[config.mk]
export PLATFORM = sky130hd
export DESIGN_NAME = flash_program_lock_status_flow
export DESIGN_NICKNAME = d
export VERILOG_FILES = /design/src/rtl/flash_ctl_pkg.sv /design/src/rtl/flash_bus_cycle.sv /design/src/rtl/flash_program_lock_status_flow.sv
export SDC_FILE = /design/constraint.sdc
export NUM_CORES = 1
export LEC_CHECK = 0
export ABC_AREA = 1
export BUFFER_PORTS_ARGS = -buffer_cell sky130_fd_sc_hd__buf_2
export CORE_ASPECT_RATIO = 1.4
export CORE_MARGIN = 10
export CORE_UTILIZATION = 45
export DETAILED_ROUTE_END_ITERATION = 16
export PLACE_DENSITY = 0.79
export SLEW_MARGIN = 20
export SYNTH_ARGS = -nofsm -noshare
export SYNTH_HDL_FRONTEND = slang
export SYNTH_HIERARCHICAL = 1
export SYNTH_SLANG_ARGS = --single-unit
[constraint.sdc]
create_clock -name core_clk -period 1.9 [get_ports core_clk]
set_clock_uncertainty 0.2 [all_clocks]
set_input_delay 0 -clock core_clk [delete_from_list [all_inputs] [get_ports core_clk]]
set_output_delay 0 -clock core_clk [all_outputs]
set_load 0.005 [all_outputs]
[src/rtl/flash_ctl_pkg.sv]
/*
 * Constants, command codes, status bit positions, bus timing and carrier
 * types shared by the flash host controller and its bus cycle engine.
 * Assumes a single 25 MHz core clock and a byte-wide parallel flash.
 */
package flash_ctl_pkg;

  // ****************************************************************
  // Widths and command codes
  // ****************************************************************
  localparam int ADDR_W = 20;
  localparam int DATA_W = 8;

  localparam logic [7:0] CMD_PROGRAM_SETUP = 8'h40;
  localparam logic [7:0] CMD_PROTECT_SETUP = 8'h60;
  localparam logic [7:0] CMD_SET_BLOCK     = 8'h01;
  localparam logic [7:0] CMD_SET_MASTER    = 8'hF1;
  localparam logic [7:0] CMD_CLEAR_CONFIRM = 8'hD0;
  localparam logic [7:0] CMD_READ_ARRAY    = 8'hFF;
  localparam logic [7:0] CMD_CLEAR_STATUS  = 8'h50;
  localparam logic [7:0] CMD_READ_STATUS   = 8'h70;
  localparam logic [ADDR_W-1:0] ADDR_ZERO  = 20'h00000;

  // ****************************************************************
  // Status register bit positions
  // ****************************************************************
  localparam int READY_BIT       = 7;
  localparam int ERASE_CLEAR_BIT = 5;
  localparam int PROG_SET_BIT    = 4;
  localparam int SUPPLY_BIT      = 3;
  localparam int PROTECT_BIT     = 1;

  // ****************************************************************
  // Bus timing
  // ****************************************************************
  localparam int CLK_MHZ           = 25;
  localparam int T_WE_LOW_NS       = 50;
  localparam int T_WE_HIGH_NS      = 25;
  localparam int T_READ_ACCESS_NS  = 100;
  localparam int WE_LOW_CYC        = (T_WE_LOW_NS * CLK_MHZ + 999) / 1000;
  localparam int WE_HIGH_CYC       = (T_WE_HIGH_NS * CLK_MHZ + 999) / 1000;
  localparam int READ_ACCESS_CYC   = (T_READ_ACCESS_NS * CLK_MHZ + 999) / 1000;
  localparam logic [3:0] WE_LOW_LOAD  = 4'(WE_LOW_CYC - 1);
  localparam logic [3:0] WE_HIGH_LOAD = 4'(WE_HIGH_CYC - 1);
  localparam logic [3:0] READ_LOAD    = 4'(READ_ACCESS_CYC - 1);

  // ****************************************************************
  // Carrier types
  // ****************************************************************
  typedef enum logic [2:0] {
    OP_PROGRAM      = 3'h0,
    OP_SET_BLOCK    = 3'h1,
    OP_SET_MASTER   = 3'h2,
    OP_CLEAR_BLOCKS = 3'h3,
    OP_CLEAR_STATUS = 3'h4,
    OP_READ_ARRAY   = 3'h5,
    OP_CHECK_STATUS = 3'h6
  } op_t;

  typedef struct packed {
    op_t               op;
    logic [ADDR_W-1:0] addr;
    logic [DATA_W-1:0] data;
    logic              defer_check;
    logic              last;
  } req_t;

  typedef struct packed {
    logic supply_err;
    logic protect_err;
    logic sequence_err;
    logic prog_set_err;
    logic erase_clear_err;
  } err_t;

  typedef struct packed {
    logic              write;
    logic [ADDR_W-1:0] addr;
    logic [DATA_W-1:0] data;
  } cyc_t;

endpackage

[src/rtl/flash_bus_cycle.sv]
/*
 * One parallel-bus cycle to the flash: a timed write strobe or a timed read.
 * Assumes the caller starts a cycle only while busy is low.
 */
`timescale 1ns/1ps
module flash_bus_cycle (
  input  wire logic                                core_clk,
  input  wire logic                                reset_n,
  input  wire logic                                start,
  input  wire flash_ctl_pkg::cyc_t                 cyc,
  output logic                                     busy,
  output logic                                     done,
  output logic [flash_ctl_pkg::DATA_W-1:0]         rd_data,
  output logic [flash_ctl_pkg::ADDR_W-1:0]         flash_addr,
  output logic [flash_ctl_pkg::DATA_W-1:0]         dq_out,
  output logic                                     dq_oe,
  input  wire logic [flash_ctl_pkg::DATA_W-1:0]    dq_in,
  output logic                                     ce_n,
  output logic                                     we_n,
  output logic                                     oe_n
);

  typedef enum logic [3:0] {
    P_IDLE    = 4'b0001,
    P_STROBE  = 4'b0010,
    P_RECOVER = 4'b0100,
    P_READ    = 4'b1000
  } phase_t;

  phase_t     phase_r;
  logic [3:0] cnt_r;

  assign busy = (phase_r != P_IDLE);

  // ****************************************************************
  // Cycle sequencer
  // ****************************************************************
  always_ff @(posedge core_clk or negedge reset_n) begin
    if (!reset_n) begin
      phase_r    <= P_IDLE;
      cnt_r      <= 4'h0;
      done       <= 1'b0;
      rd_data    <= 8'h00;
      flash_addr <= 20'h00000;
      dq_out     <= 8'h00;
      dq_oe      <= 1'b0;
      ce_n       <= 1'b1;
      we_n       <= 1'b1;
      oe_n       <= 1'b1;
    end else begin
      done <= 1'b0;
      case (phase_r)
        P_IDLE: begin
          if (start) begin
            flash_addr <= cyc.addr;
            dq_out     <= cyc.data;
            ce_n       <= 1'b0;
            if (cyc.write) begin
              dq_oe   <= 1'b1;
              we_n    <= 1'b0;
              cnt_r   <= flash_ctl_pkg::WE_LOW_LOAD;
              phase_r <= P_STROBE;
            end else begin
              oe_n    <= 1'b0;
              cnt_r   <= flash_ctl_pkg::READ_LOAD;
              phase_r <= P_READ;
            end
          end
        end
        P_STROBE: begin
          if (cnt_r == 4'h0) begin
            // The flash latches address and data on this rising edge.
            we_n    <= 1'b1;
            cnt_r   <= flash_ctl_pkg::WE_HIGH_LOAD;
            phase_r <= P_RECOVER;
          end else begin
            cnt_r <= cnt_r - 4'h1;
          end
        end
        P_RECOVER: begin
          if (cnt_r == 4'h0) begin
            ce_n    <= 1'b1;
            dq_oe   <= 1'b0;
            done    <= 1'b1;
            phase_r <= P_IDLE;
          end else begin
            cnt_r <= cnt_r - 4'h1;
          end
        end
        P_READ: begin
          if (cnt_r == 4'h0) begin
            rd_data <= dq_in;
            oe_n    <= 1'b1;
            ce_n    <= 1'b1;
            done    <= 1'b1;
            phase_r <= P_IDLE;
          end else begin
            cnt_r <= cnt_r - 4'h1;
          end
        end
        default: begin
          phase_r <= P_IDLE;
        end
      endcase
    end
  end

  a_we_pulse_width: assert property (@(posedge core_clk) disable iff (!reset_n)
    $fell(we_n) |-> (!we_n && dq_oe)[*2] ##1 we_n)
    else $error("write strobe width wrong");

  a_read_access: assert property (@(posedge core_clk) disable iff (!reset_n)
    $fell(oe_n) |-> ##3 (oe_n && done))
    else $error("read access time wrong");

  a_no_contention: assert property (@(posedge core_clk) disable iff (!reset_n)
    !oe_n |-> !dq_oe)
    else $error("data bus driven during read");

endmodule

[src/rtl/flash_program_lock_status_flow.sv]
/*
 * Host controller for a byte-wide flash: byte program, protection set and
 * clear, status polling, error decode, status clear and return to array
 * read. Takes one request at a time from a plain user port list.
 * Assumes the flash sits directly on the generated pins and that the bench
 * resolves the data bus from dq_out and dq_oe.
 */
`timescale 1ns/1ps
module flash_program_lock_status_flow (
  input  wire logic                                core_clk,
  input  wire logic                                reset_n,
  input  wire logic                                req_valid,
  input  wire flash_ctl_pkg::req_t                 req,
  output logic                                     req_ready,
  output logic                                     done,
  output flash_ctl_pkg::err_t                      err,
  output logic [flash_ctl_pkg::DATA_W-1:0]         status,
  output logic [flash_ctl_pkg::ADDR_W-1:0]         flash_addr,
  output logic [flash_ctl_pkg::DATA_W-1:0]         dq_out,
  output logic                                     dq_oe,
  input  wire logic [flash_ctl_pkg::DATA_W-1:0]    dq_in,
  output logic                                     ce_n,
  output logic                                     we_n,
  output logic                                     oe_n,
  output logic                                     reset_powerdown_pin,
  input  wire logic                                ready_busy_output
);

  typedef enum logic [7:0] {
    S_IDLE    = 8'b0000_0001,
    S_SETUP   = 8'b0000_0010,
    S_CONFIRM = 8'b0000_0100,
    S_STATCMD = 8'b0000_1000,
    S_POLL    = 8'b0001_0000,
    S_CLEAR   = 8'b0010_0000,
    S_ARRAY   = 8'b0100_0000,
    S_FINISH  = 8'b1000_0000
  } state_t;

  state_t                            state_r;
  flash_ctl_pkg::req_t               req_r;
  logic                              issued_r;
  logic                              clear_sent_r;
  logic                              array_sent_r;
  flash_ctl_pkg::cyc_t               cyc;
  logic                              cyc_start;
  logic                              cyc_busy;
  logic                              cyc_done;
  logic [flash_ctl_pkg::DATA_W-1:0]  cyc_rd;
  flash_ctl_pkg::err_t               err_nxt;
  logic                              ready_seen;

  // ****************************************************************
  // Bus cycle engine
  // ****************************************************************
  flash_bus_cycle u_cycle (
    .core_clk   (core_clk),
    .reset_n    (reset_n),
    .start      (cyc_start),
    .cyc        (cyc),
    .busy       (cyc_busy),
    .done       (cyc_done),
    .rd_data    (cyc_rd),
    .flash_addr (flash_addr),
    .dq_out     (dq_out),
    .dq_oe      (dq_oe),
    .dq_in      (dq_in),
    .ce_n       (ce_n),
    .we_n       (we_n),
    .oe_n       (oe_n)
  );

  // ****************************************************************
  // Cycle selection
  // ****************************************************************
  always_comb begin
    cyc.write = 1'b1;
    cyc.addr  = req_r.addr;
    cyc.data  = flash_ctl_pkg::CMD_READ_ARRAY;
    case (state_r)
      S_SETUP: begin
        if (req_r.op == flash_ctl_pkg::OP_PROGRAM) begin
          cyc.data = flash_ctl_pkg::CMD_PROGRAM_SETUP;
        end else begin
          cyc.data = flash_ctl_pkg::CMD_PROTECT_SETUP;
        end
        if (req_r.op == flash_ctl_pkg::OP_CLEAR_BLOCKS) begin
          cyc.addr = flash_ctl_pkg::ADDR_ZERO;
        end
      end
      S_CONFIRM: begin
        case (req_r.op)
          flash_ctl_pkg::OP_PROGRAM:    cyc.data = req_r.data;
          flash_ctl_pkg::OP_SET_BLOCK:  cyc.data = flash_ctl_pkg::CMD_SET_BLOCK;
          flash_ctl_pkg::OP_SET_MASTER: cyc.data = flash_ctl_pkg::CMD_SET_MASTER;
          default: begin
            cyc.data = flash_ctl_pkg::CMD_CLEAR_CONFIRM;
            cyc.addr = flash_ctl_pkg::ADDR_ZERO;
          end
        endcase
      end
      S_STATCMD: cyc.data = flash_ctl_pkg::CMD_READ_STATUS;
      S_POLL:    cyc.write = 1'b0;
      S_CLEAR:   cyc.data = flash_ctl_pkg::CMD_CLEAR_STATUS;
      default:   cyc.data = flash_ctl_pkg::CMD_READ_ARRAY;
    endcase
  end

  assign cyc_start = !issued_r && !cyc_busy &&
                     (state_r != S_IDLE) && (state_r != S_FINISH);

  // ****************************************************************
  // Status decode
  // ****************************************************************
  // The error bits are sticky in the flash, so a deferred check still
  // sees every failure of the series since the last status clear.
  always_comb begin
    err_nxt.supply_err      = cyc_rd[flash_ctl_pkg::SUPPLY_BIT];
    err_nxt.protect_err     = cyc_rd[flash_ctl_pkg::PROTECT_BIT];
    err_nxt.sequence_err    = cyc_rd[flash_ctl_pkg::PROG_SET_BIT] &
                              cyc_rd[flash_ctl_pkg::ERASE_CLEAR_BIT];
    err_nxt.prog_set_err    = cyc_rd[flash_ctl_pkg::PROG_SET_BIT] &
                              !cyc_rd[flash_ctl_pkg::ERASE_CLEAR_BIT];
    err_nxt.erase_clear_err = cyc_rd[flash_ctl_pkg::ERASE_CLEAR_BIT] &
                              !cyc_rd[flash_ctl_pkg::PROG_SET_BIT];
  end

  // Polling uses status bit 7; the ready/busy pin is only a hint and is
  // not required because the status read is always available.
  assign ready_seen = cyc_done && cyc_rd[flash_ctl_pkg::READY_BIT];

  // ****************************************************************
  // Sequencer
  // ****************************************************************
  always_ff @(posedge core_clk or negedge reset_n) begin
    if (!reset_n) begin
      state_r      <= S_IDLE;
      req_r        <= '0;
      issued_r     <= 1'b0;
      clear_sent_r <= 1'b0;
      array_sent_r <= 1'b0;
    end else begin
      if (cyc_start) begin
        issued_r <= 1'b1;
      end else if (cyc_done) begin
        issued_r <= 1'b0;
      end
      case (state_r)
        S_IDLE: begin
          if (req_valid) begin
            req_r        <= req;
            clear_sent_r <= 1'b0;
            array_sent_r <= 1'b0;
            if (req.op == flash_ctl_pkg::OP_CLEAR_BLOCKS || req.op == flash_ctl_pkg::OP_READ_ARRAY) begin
              req_r.last <= 1'b1;
            end
            case (req.op)
              flash_ctl_pkg::OP_CLEAR_STATUS: state_r <= S_CLEAR;
              flash_ctl_pkg::OP_READ_ARRAY:   state_r <= S_ARRAY;
              flash_ctl_pkg::OP_CHECK_STATUS: state_r <= S_STATCMD;
              default:                        state_r <= S_SETUP;
            endcase
          end
        end
        S_SETUP: begin
          if (cyc_done) state_r <= S_CONFIRM;
        end
        S_CONFIRM: begin
          if (cyc_done) state_r <= S_POLL;
        end
        S_STATCMD: begin
          if (cyc_done) state_r <= S_POLL;
        end
        S_POLL: begin
          if (ready_seen) begin
            if (!req_r.defer_check && (|err_nxt)) begin
              state_r <= S_CLEAR;
            end else if (req_r.last) begin
              state_r <= S_ARRAY;
            end else begin
              state_r <= S_FINISH;
            end
          end
        end
        S_CLEAR: begin
          if (cyc_done) begin
            clear_sent_r <= 1'b1;
            state_r      <= req_r.last ? S_ARRAY : S_FINISH;
          end
        end
        S_ARRAY: begin
          if (cyc_done) begin
            array_sent_r <= 1'b1;
            state_r      <= S_FINISH;
          end
        end
        S_FINISH: state_r <= S_IDLE;
        default:  state_r <= S_IDLE;
      endcase
    end
  end

  // ****************************************************************
  // User-side results
  // ****************************************************************
  always_ff @(posedge core_clk or negedge reset_n) begin
    if (!reset_n) begin
      req_ready <= 1'b0;
      done      <= 1'b0;
      err       <= '0;
      status    <= 8'h00;
    end else begin
      req_ready <= (state_r == S_IDLE) && !req_valid;
      done      <= (state_r == S_FINISH);
      if (state_r == S_IDLE && req_valid) begin
        err <= '0;
      end
      if (state_r == S_POLL && ready_seen) begin
        status <= cyc_rd;
        if (!req_r.defer_check) begin
          err <= err_nxt;
        end
      end
    end
  end

  always_ff @(posedge core_clk or negedge reset_n) begin
    if (!reset_n) begin
      reset_powerdown_pin <= 1'b0;
    end else begin
      reset_powerdown_pin <= 1'b1;
    end
  end

  // ****************************************************************
  // Checks
  // ****************************************************************
  a_program_setup: assert property (@(posedge core_clk) disable iff (!reset_n)
    cyc_start && state_r == S_SETUP && req_r.op == flash_ctl_pkg::OP_PROGRAM
    |-> cyc.write && cyc.data == flash_ctl_pkg::CMD_PROGRAM_SETUP)
    else $error("program setup code wrong");

  a_program_same_addr: assert property (@(posedge core_clk) disable iff (!reset_n)
    cyc_start && state_r == S_CONFIRM && req_r.op == flash_ctl_pkg::OP_PROGRAM
    |-> cyc.addr == req_r.addr && cyc.data == req_r.data)
    else $error("program data not at setup address");

  a_protect_setup: assert property (@(posedge core_clk) disable iff (!reset_n)
    cyc_start && state_r == S_SETUP && req_r.op != flash_ctl_pkg::OP_PROGRAM
    |-> cyc.data == flash_ctl_pkg::CMD_PROTECT_SETUP)
    else $error("protection setup code wrong");

  a_confirm_code: assert property (@(posedge core_clk) disable iff (!reset_n)
    cyc_start && state_r == S_CONFIRM && req_r.op == flash_ctl_pkg::OP_SET_MASTER
    |-> cyc.data == flash_ctl_pkg::CMD_SET_MASTER)
    else $error("master set confirm wrong");

  a_clear_confirm: assert property (@(posedge core_clk) disable iff (!reset_n)
    cyc_start && state_r == S_CONFIRM && req_r.op == flash_ctl_pkg::OP_CLEAR_BLOCKS
    |-> cyc.data == flash_ctl_pkg::CMD_CLEAR_CONFIRM)
    else $error("clear confirm code wrong");

  a_poll_gate: assert property (@(posedge core_clk) disable iff (!reset_n)
    $past(state_r) == S_POLL && state_r != S_POLL |-> status[flash_ctl_pkg::READY_BIT])
    else $error("left polling before ready");

  a_error_cleared: assert property (@(posedge core_clk) disable iff (!reset_n)
    done && (|err) |-> clear_sent_r)
    else $error("error reported without status clear");

  a_array_return: assert property (@(posedge core_clk) disable iff (!reset_n)
    done && req_r.last |-> array_sent_r)
    else $error("last operation without read array");

  a_defer_check: assert property (@(posedge core_clk) disable iff (!reset_n)
    state_r == S_CLEAR && req_r.op != flash_ctl_pkg::OP_CLEAR_STATUS |-> !req_r.defer_check)
    else $error("status cleared during deferred series");

endmodule

==> run_results.csv <==
group,metric,value,unit
yosys,ys_seq_elements,107,
pwr,finalPower,10200,µW
yosys,synth_xor_xnor_area_share,0.3329,%
drt,first_pass_iters,5,
drt,ant_nets,0,
yosys,synthAdderAreaFrac,1.189,%
critical_path,crit_required,1.98,ns
run,maxCapViolCount,0,
global_route,grt_use_total,16.38,%
critical_path,path_cells,"nand2_1 -> nor2_2 -> nand2_4 -> nand4_1 -> inv_2 -> nand2_4 -> clkbuf_16 -> nand2_1 -> nand2_1",
drt,drc,0,
critical_path,critPathKind,"reg2reg",
run_status,status,"finished, final reports clean",
layout,regArea,2684,µm²
floorplanning,core,11400,µm²
pwr,p_seq_share,34.3,%
yosys,synth_fp_nets,678,
yosys,synth_top_family_by_area,"simple AND/OR/NAND/NOR gates",
clocking,insertion_delay,0.35,ns
yosys,yosys-top-cells-area,"dfrtp_1 49%, nand2_1 18%, nand3_1 5.6%, a21boi_2 4.3%, inv_1 2.6%",
drt,routed_wl,14130,µm
timing,period_share,96.10,%
pwr,comb_power_share,46.6,%
critical_path,arrival,1.91,ns
placement,gp_congestion,0.8816,
critical_path,slowest_stage,"dfstp_2",
global_route,grtUsageMet1,18.36,%
yosys,muxShareOfSynthArea,0,%
critical_path,crit_start,"state_r[0]$_DFFE_PN1P_",
yosys,synth_area_per_cell,8.380,µm²
timing,max_slew_margin,62.56,%
floorplanning,die_w,111.4,µm
timing,setup_tns,0,ns
global_route,grt-busiest-layer,"met2",
pwr,p_int,5977,µW
timing,min_period,1.826,ns
clocking,clk_path_buf_depth,2,
pwr,p_sw_share,41.38,%
timing,slew_violations,0,
placement,dp_hpwl,9386,µm
yosys,syn_area,5263,µm²
yosys,synth_top_area_share,48.50,%
pwr,power_frac_clock,19.1,%
placement,port_buffers,91,
clocking,htree_levels,3,
floorplanning,start_util,46.18,%
layout,post-route-cell-area,6785,µm²
critical_path,critPathLaunchType,"flip-flop",
drt,drtIter0Drc,229,
yosys,ys_dominant_reg_cell,"dfrtp_1",
floorplanning,die_h,148.0,µm
critical_path,rrSetupSlack,0.07,ns
global_route,antenna_found_initial,1,
timing,worst_pin_slew,0.5616,ns
pwr,vdd_drop_max,693.4,µV
clocking,clockRootBuffer,"clkbuf_16",
yosys,ys_seq_area_share,51.00,%
clocking,cts_buffers,9,
yosys,yosysMostFrequentCell,"nand2_1",
clocking,cts_tree,"yes",
yosys,synth-simple-area-share,32.38,%
layout,multi_input_area,2287,µm²
critical_path,cp_max_fo,14,
pwr,switchingPower,4220,µW
global_route,grt_pass1_wl,22540,µm
yosys,yosys.cell_types.count,35,
layout,drive_gt1_share,26.38,%
critical_path,cp-end-kind,"flip-flop",
global_route,grt_overflow,0,
layout,nNetsFinal,822,
critical_path,r2r-end,"u_cycle/flash_addr[4]$_DFFE_PN0P_",
clocking,clk_pin_slew,0.07,ns
yosys,synth_edf_count,0,
layout,final_cells,922,
pwr,power.leakage,0.003640,µW
yosys,synthArstFlopShare,100.0,%
critical_path,r2r_start,"state_r[0]$_DFFE_PN1P_",
yosys,synth-compound-area-share,8.464,%
global_route,grt_pass1_vias,4640,
global_route,grt_start_max_net_pins,108,
critical_path,crit_top_cell,"nand2_1",
critical_path,worstRegToRegCells,9,
clocking,cts_sinks,107,
placement,place_area,5888,µm²
layout,area_growth,28.93,%
floorplanning,io_pins,93,
placement,dp_cells,857,
yosys,syn_inst,628,
worst_hold_path,hold_class,"in2async",
timing,hold_violations,0,
drt,viasPerCell,5.010,
drt,num_vias,4619,
pwr,p_per_area,1503,nW/µm²
timing,fmax,0.5477,GHz
yosys,synthTopCellsByCount,"257 x nand2_1, 102 x dfrtp_1, 59 x nand3_1, 36 x inv_1, 35 x nor2_1",
timing,final-setup-viol-count,0,
yosys,yosys_warnings,6,
global_route,globalRouteMet2Util,29.02,%
drt,wl_per_cell,15.33,µm
critical_path,slowest_delay,0.54,ns
global_route,grt_use_met3,3.969,%
floorplanning,rows,46,
layout,nFillCells,976,
yosys,yosysTopAreaCell,"dfrtp_1",
floorplanning,die_area,16480,µm²
stage by stage:
stage | utilization [%] | hold slack [ns] | setup WS (ns)
floorplan | - | -0.4956 | 0.1072
global placement | 51.67 | -0.08253 | 0.01611
detailed placement | 51.67 | -0.07859 | -0.05162
CTS | 58.37 | 0.09021 | 0.008068
global route | 59.54 | 0.1016 | -0.01423
finish | 59.54 | 0.05231 | 0.07411
per-layer routing:
metal	vias up	wire [µm]
met3	23	824
met5	-	0
met2	131	7452
met1	2194	5574
met4	0	278
li1	2271	-
sequential cells by signal, indices dropped and copies added (netlist names):
register / flops
reset_powerdown_pin: 1
u_cycle/flash_addr: 20
status: 8
issued_r: 1
u_cycle/done: 1
u_cycle/ce_n: 1
u_cycle/oe_n: 1
state_r: 8
req_r: 33
done: 1
u_cycle/we_n: 1
err: 5
u_cycle/dq_oe: 1
u_cycle/cnt_r: 4
u_cycle/phase_r: 4
u_cycle/rd_data: 8
req_ready: 1
u_cycle/dq_out: 8
how the worst max path moves through the flow:
stage,to,slack [ns],cells past startpoint
after floorplan,u_cycle/dq_out[0]$_DFFE_PN0P_,0.11,12
after global placement,u_cycle/flash_addr[9]$_DFFE_PN0P_,0.02,10
after detailed placement,u_cycle/flash_addr[11]$_DFFE_PN0P_,-0.05,10
after CTS,err[4]$_DFF_PN0_,0.008,7
after global routing,u_cycle/flash_addr[4]$_DFFE_PN0P_,-0.01,10
final,u_cycle/flash_addr[4]$_DFFE_PN0P_,0.07,9
power by group through the flow:
stage               Combinational [µW]  Clock, µW  Sequential, µW
floorplan                         3260          0            3450
global placement                  4270          0            3490
detailed placement                4360          0            3510
CTS                               4480       1980            3480
global route                      5300       2070            3590
finish                            4750       1950            3500
critical path: cells and delay by family (launching register included):
kind	cells	cell delay, ns
simple gates	7	0.75
flops	1	0.54
buf+inv	2	0.28
what timing repair did:
item,CTS,global route
hold buffers,44,0
setup buffers,0,2
hold endpoints to repair,154,0
gates cloned,0,2
endpoints found under the setup margin,30,73
resized for setup,3,22
pin swaps,0,5
area by class of cell:
class	count	share of cell area, %
sequential	107	39.55
inverter	49	2.932
clock buffer	12	3.780
antenna	1	0.03688
tap	144	2.655
multi-input combinational	452	33.71
clock inverter	4	0.8482
timing repair buffer	153	16.49
cell usage in the layout, fill, tap and decap left out, drive strengths merged:
master       instances
o311ai               1
clkbuf              14
buf                107
bufinv               1
xor2                 2
a21boi              21
nor2                45
dlygate4sd3         44
a22oi                1
o22ai                1
ha                   5
diode                1
nand3               59
inv                 50
nand4                5
clkinvlp             1
dfstp                5
clkinv               1
dfrtp              102
or2                  1
o211ai               1
nand2              273
o21ai               18
a21oi               14
o21bai               1
nor3                 3
conb                 1
cells by family after synthesis:
kind of cell    count (synthesis)
flops                         107
fa+ha+maj                       5
simple gates                  386
other cells                     1
compound gates                 58
buf+inv                        69
xor+xnor                        2
(Power assumes the default switching activity.)
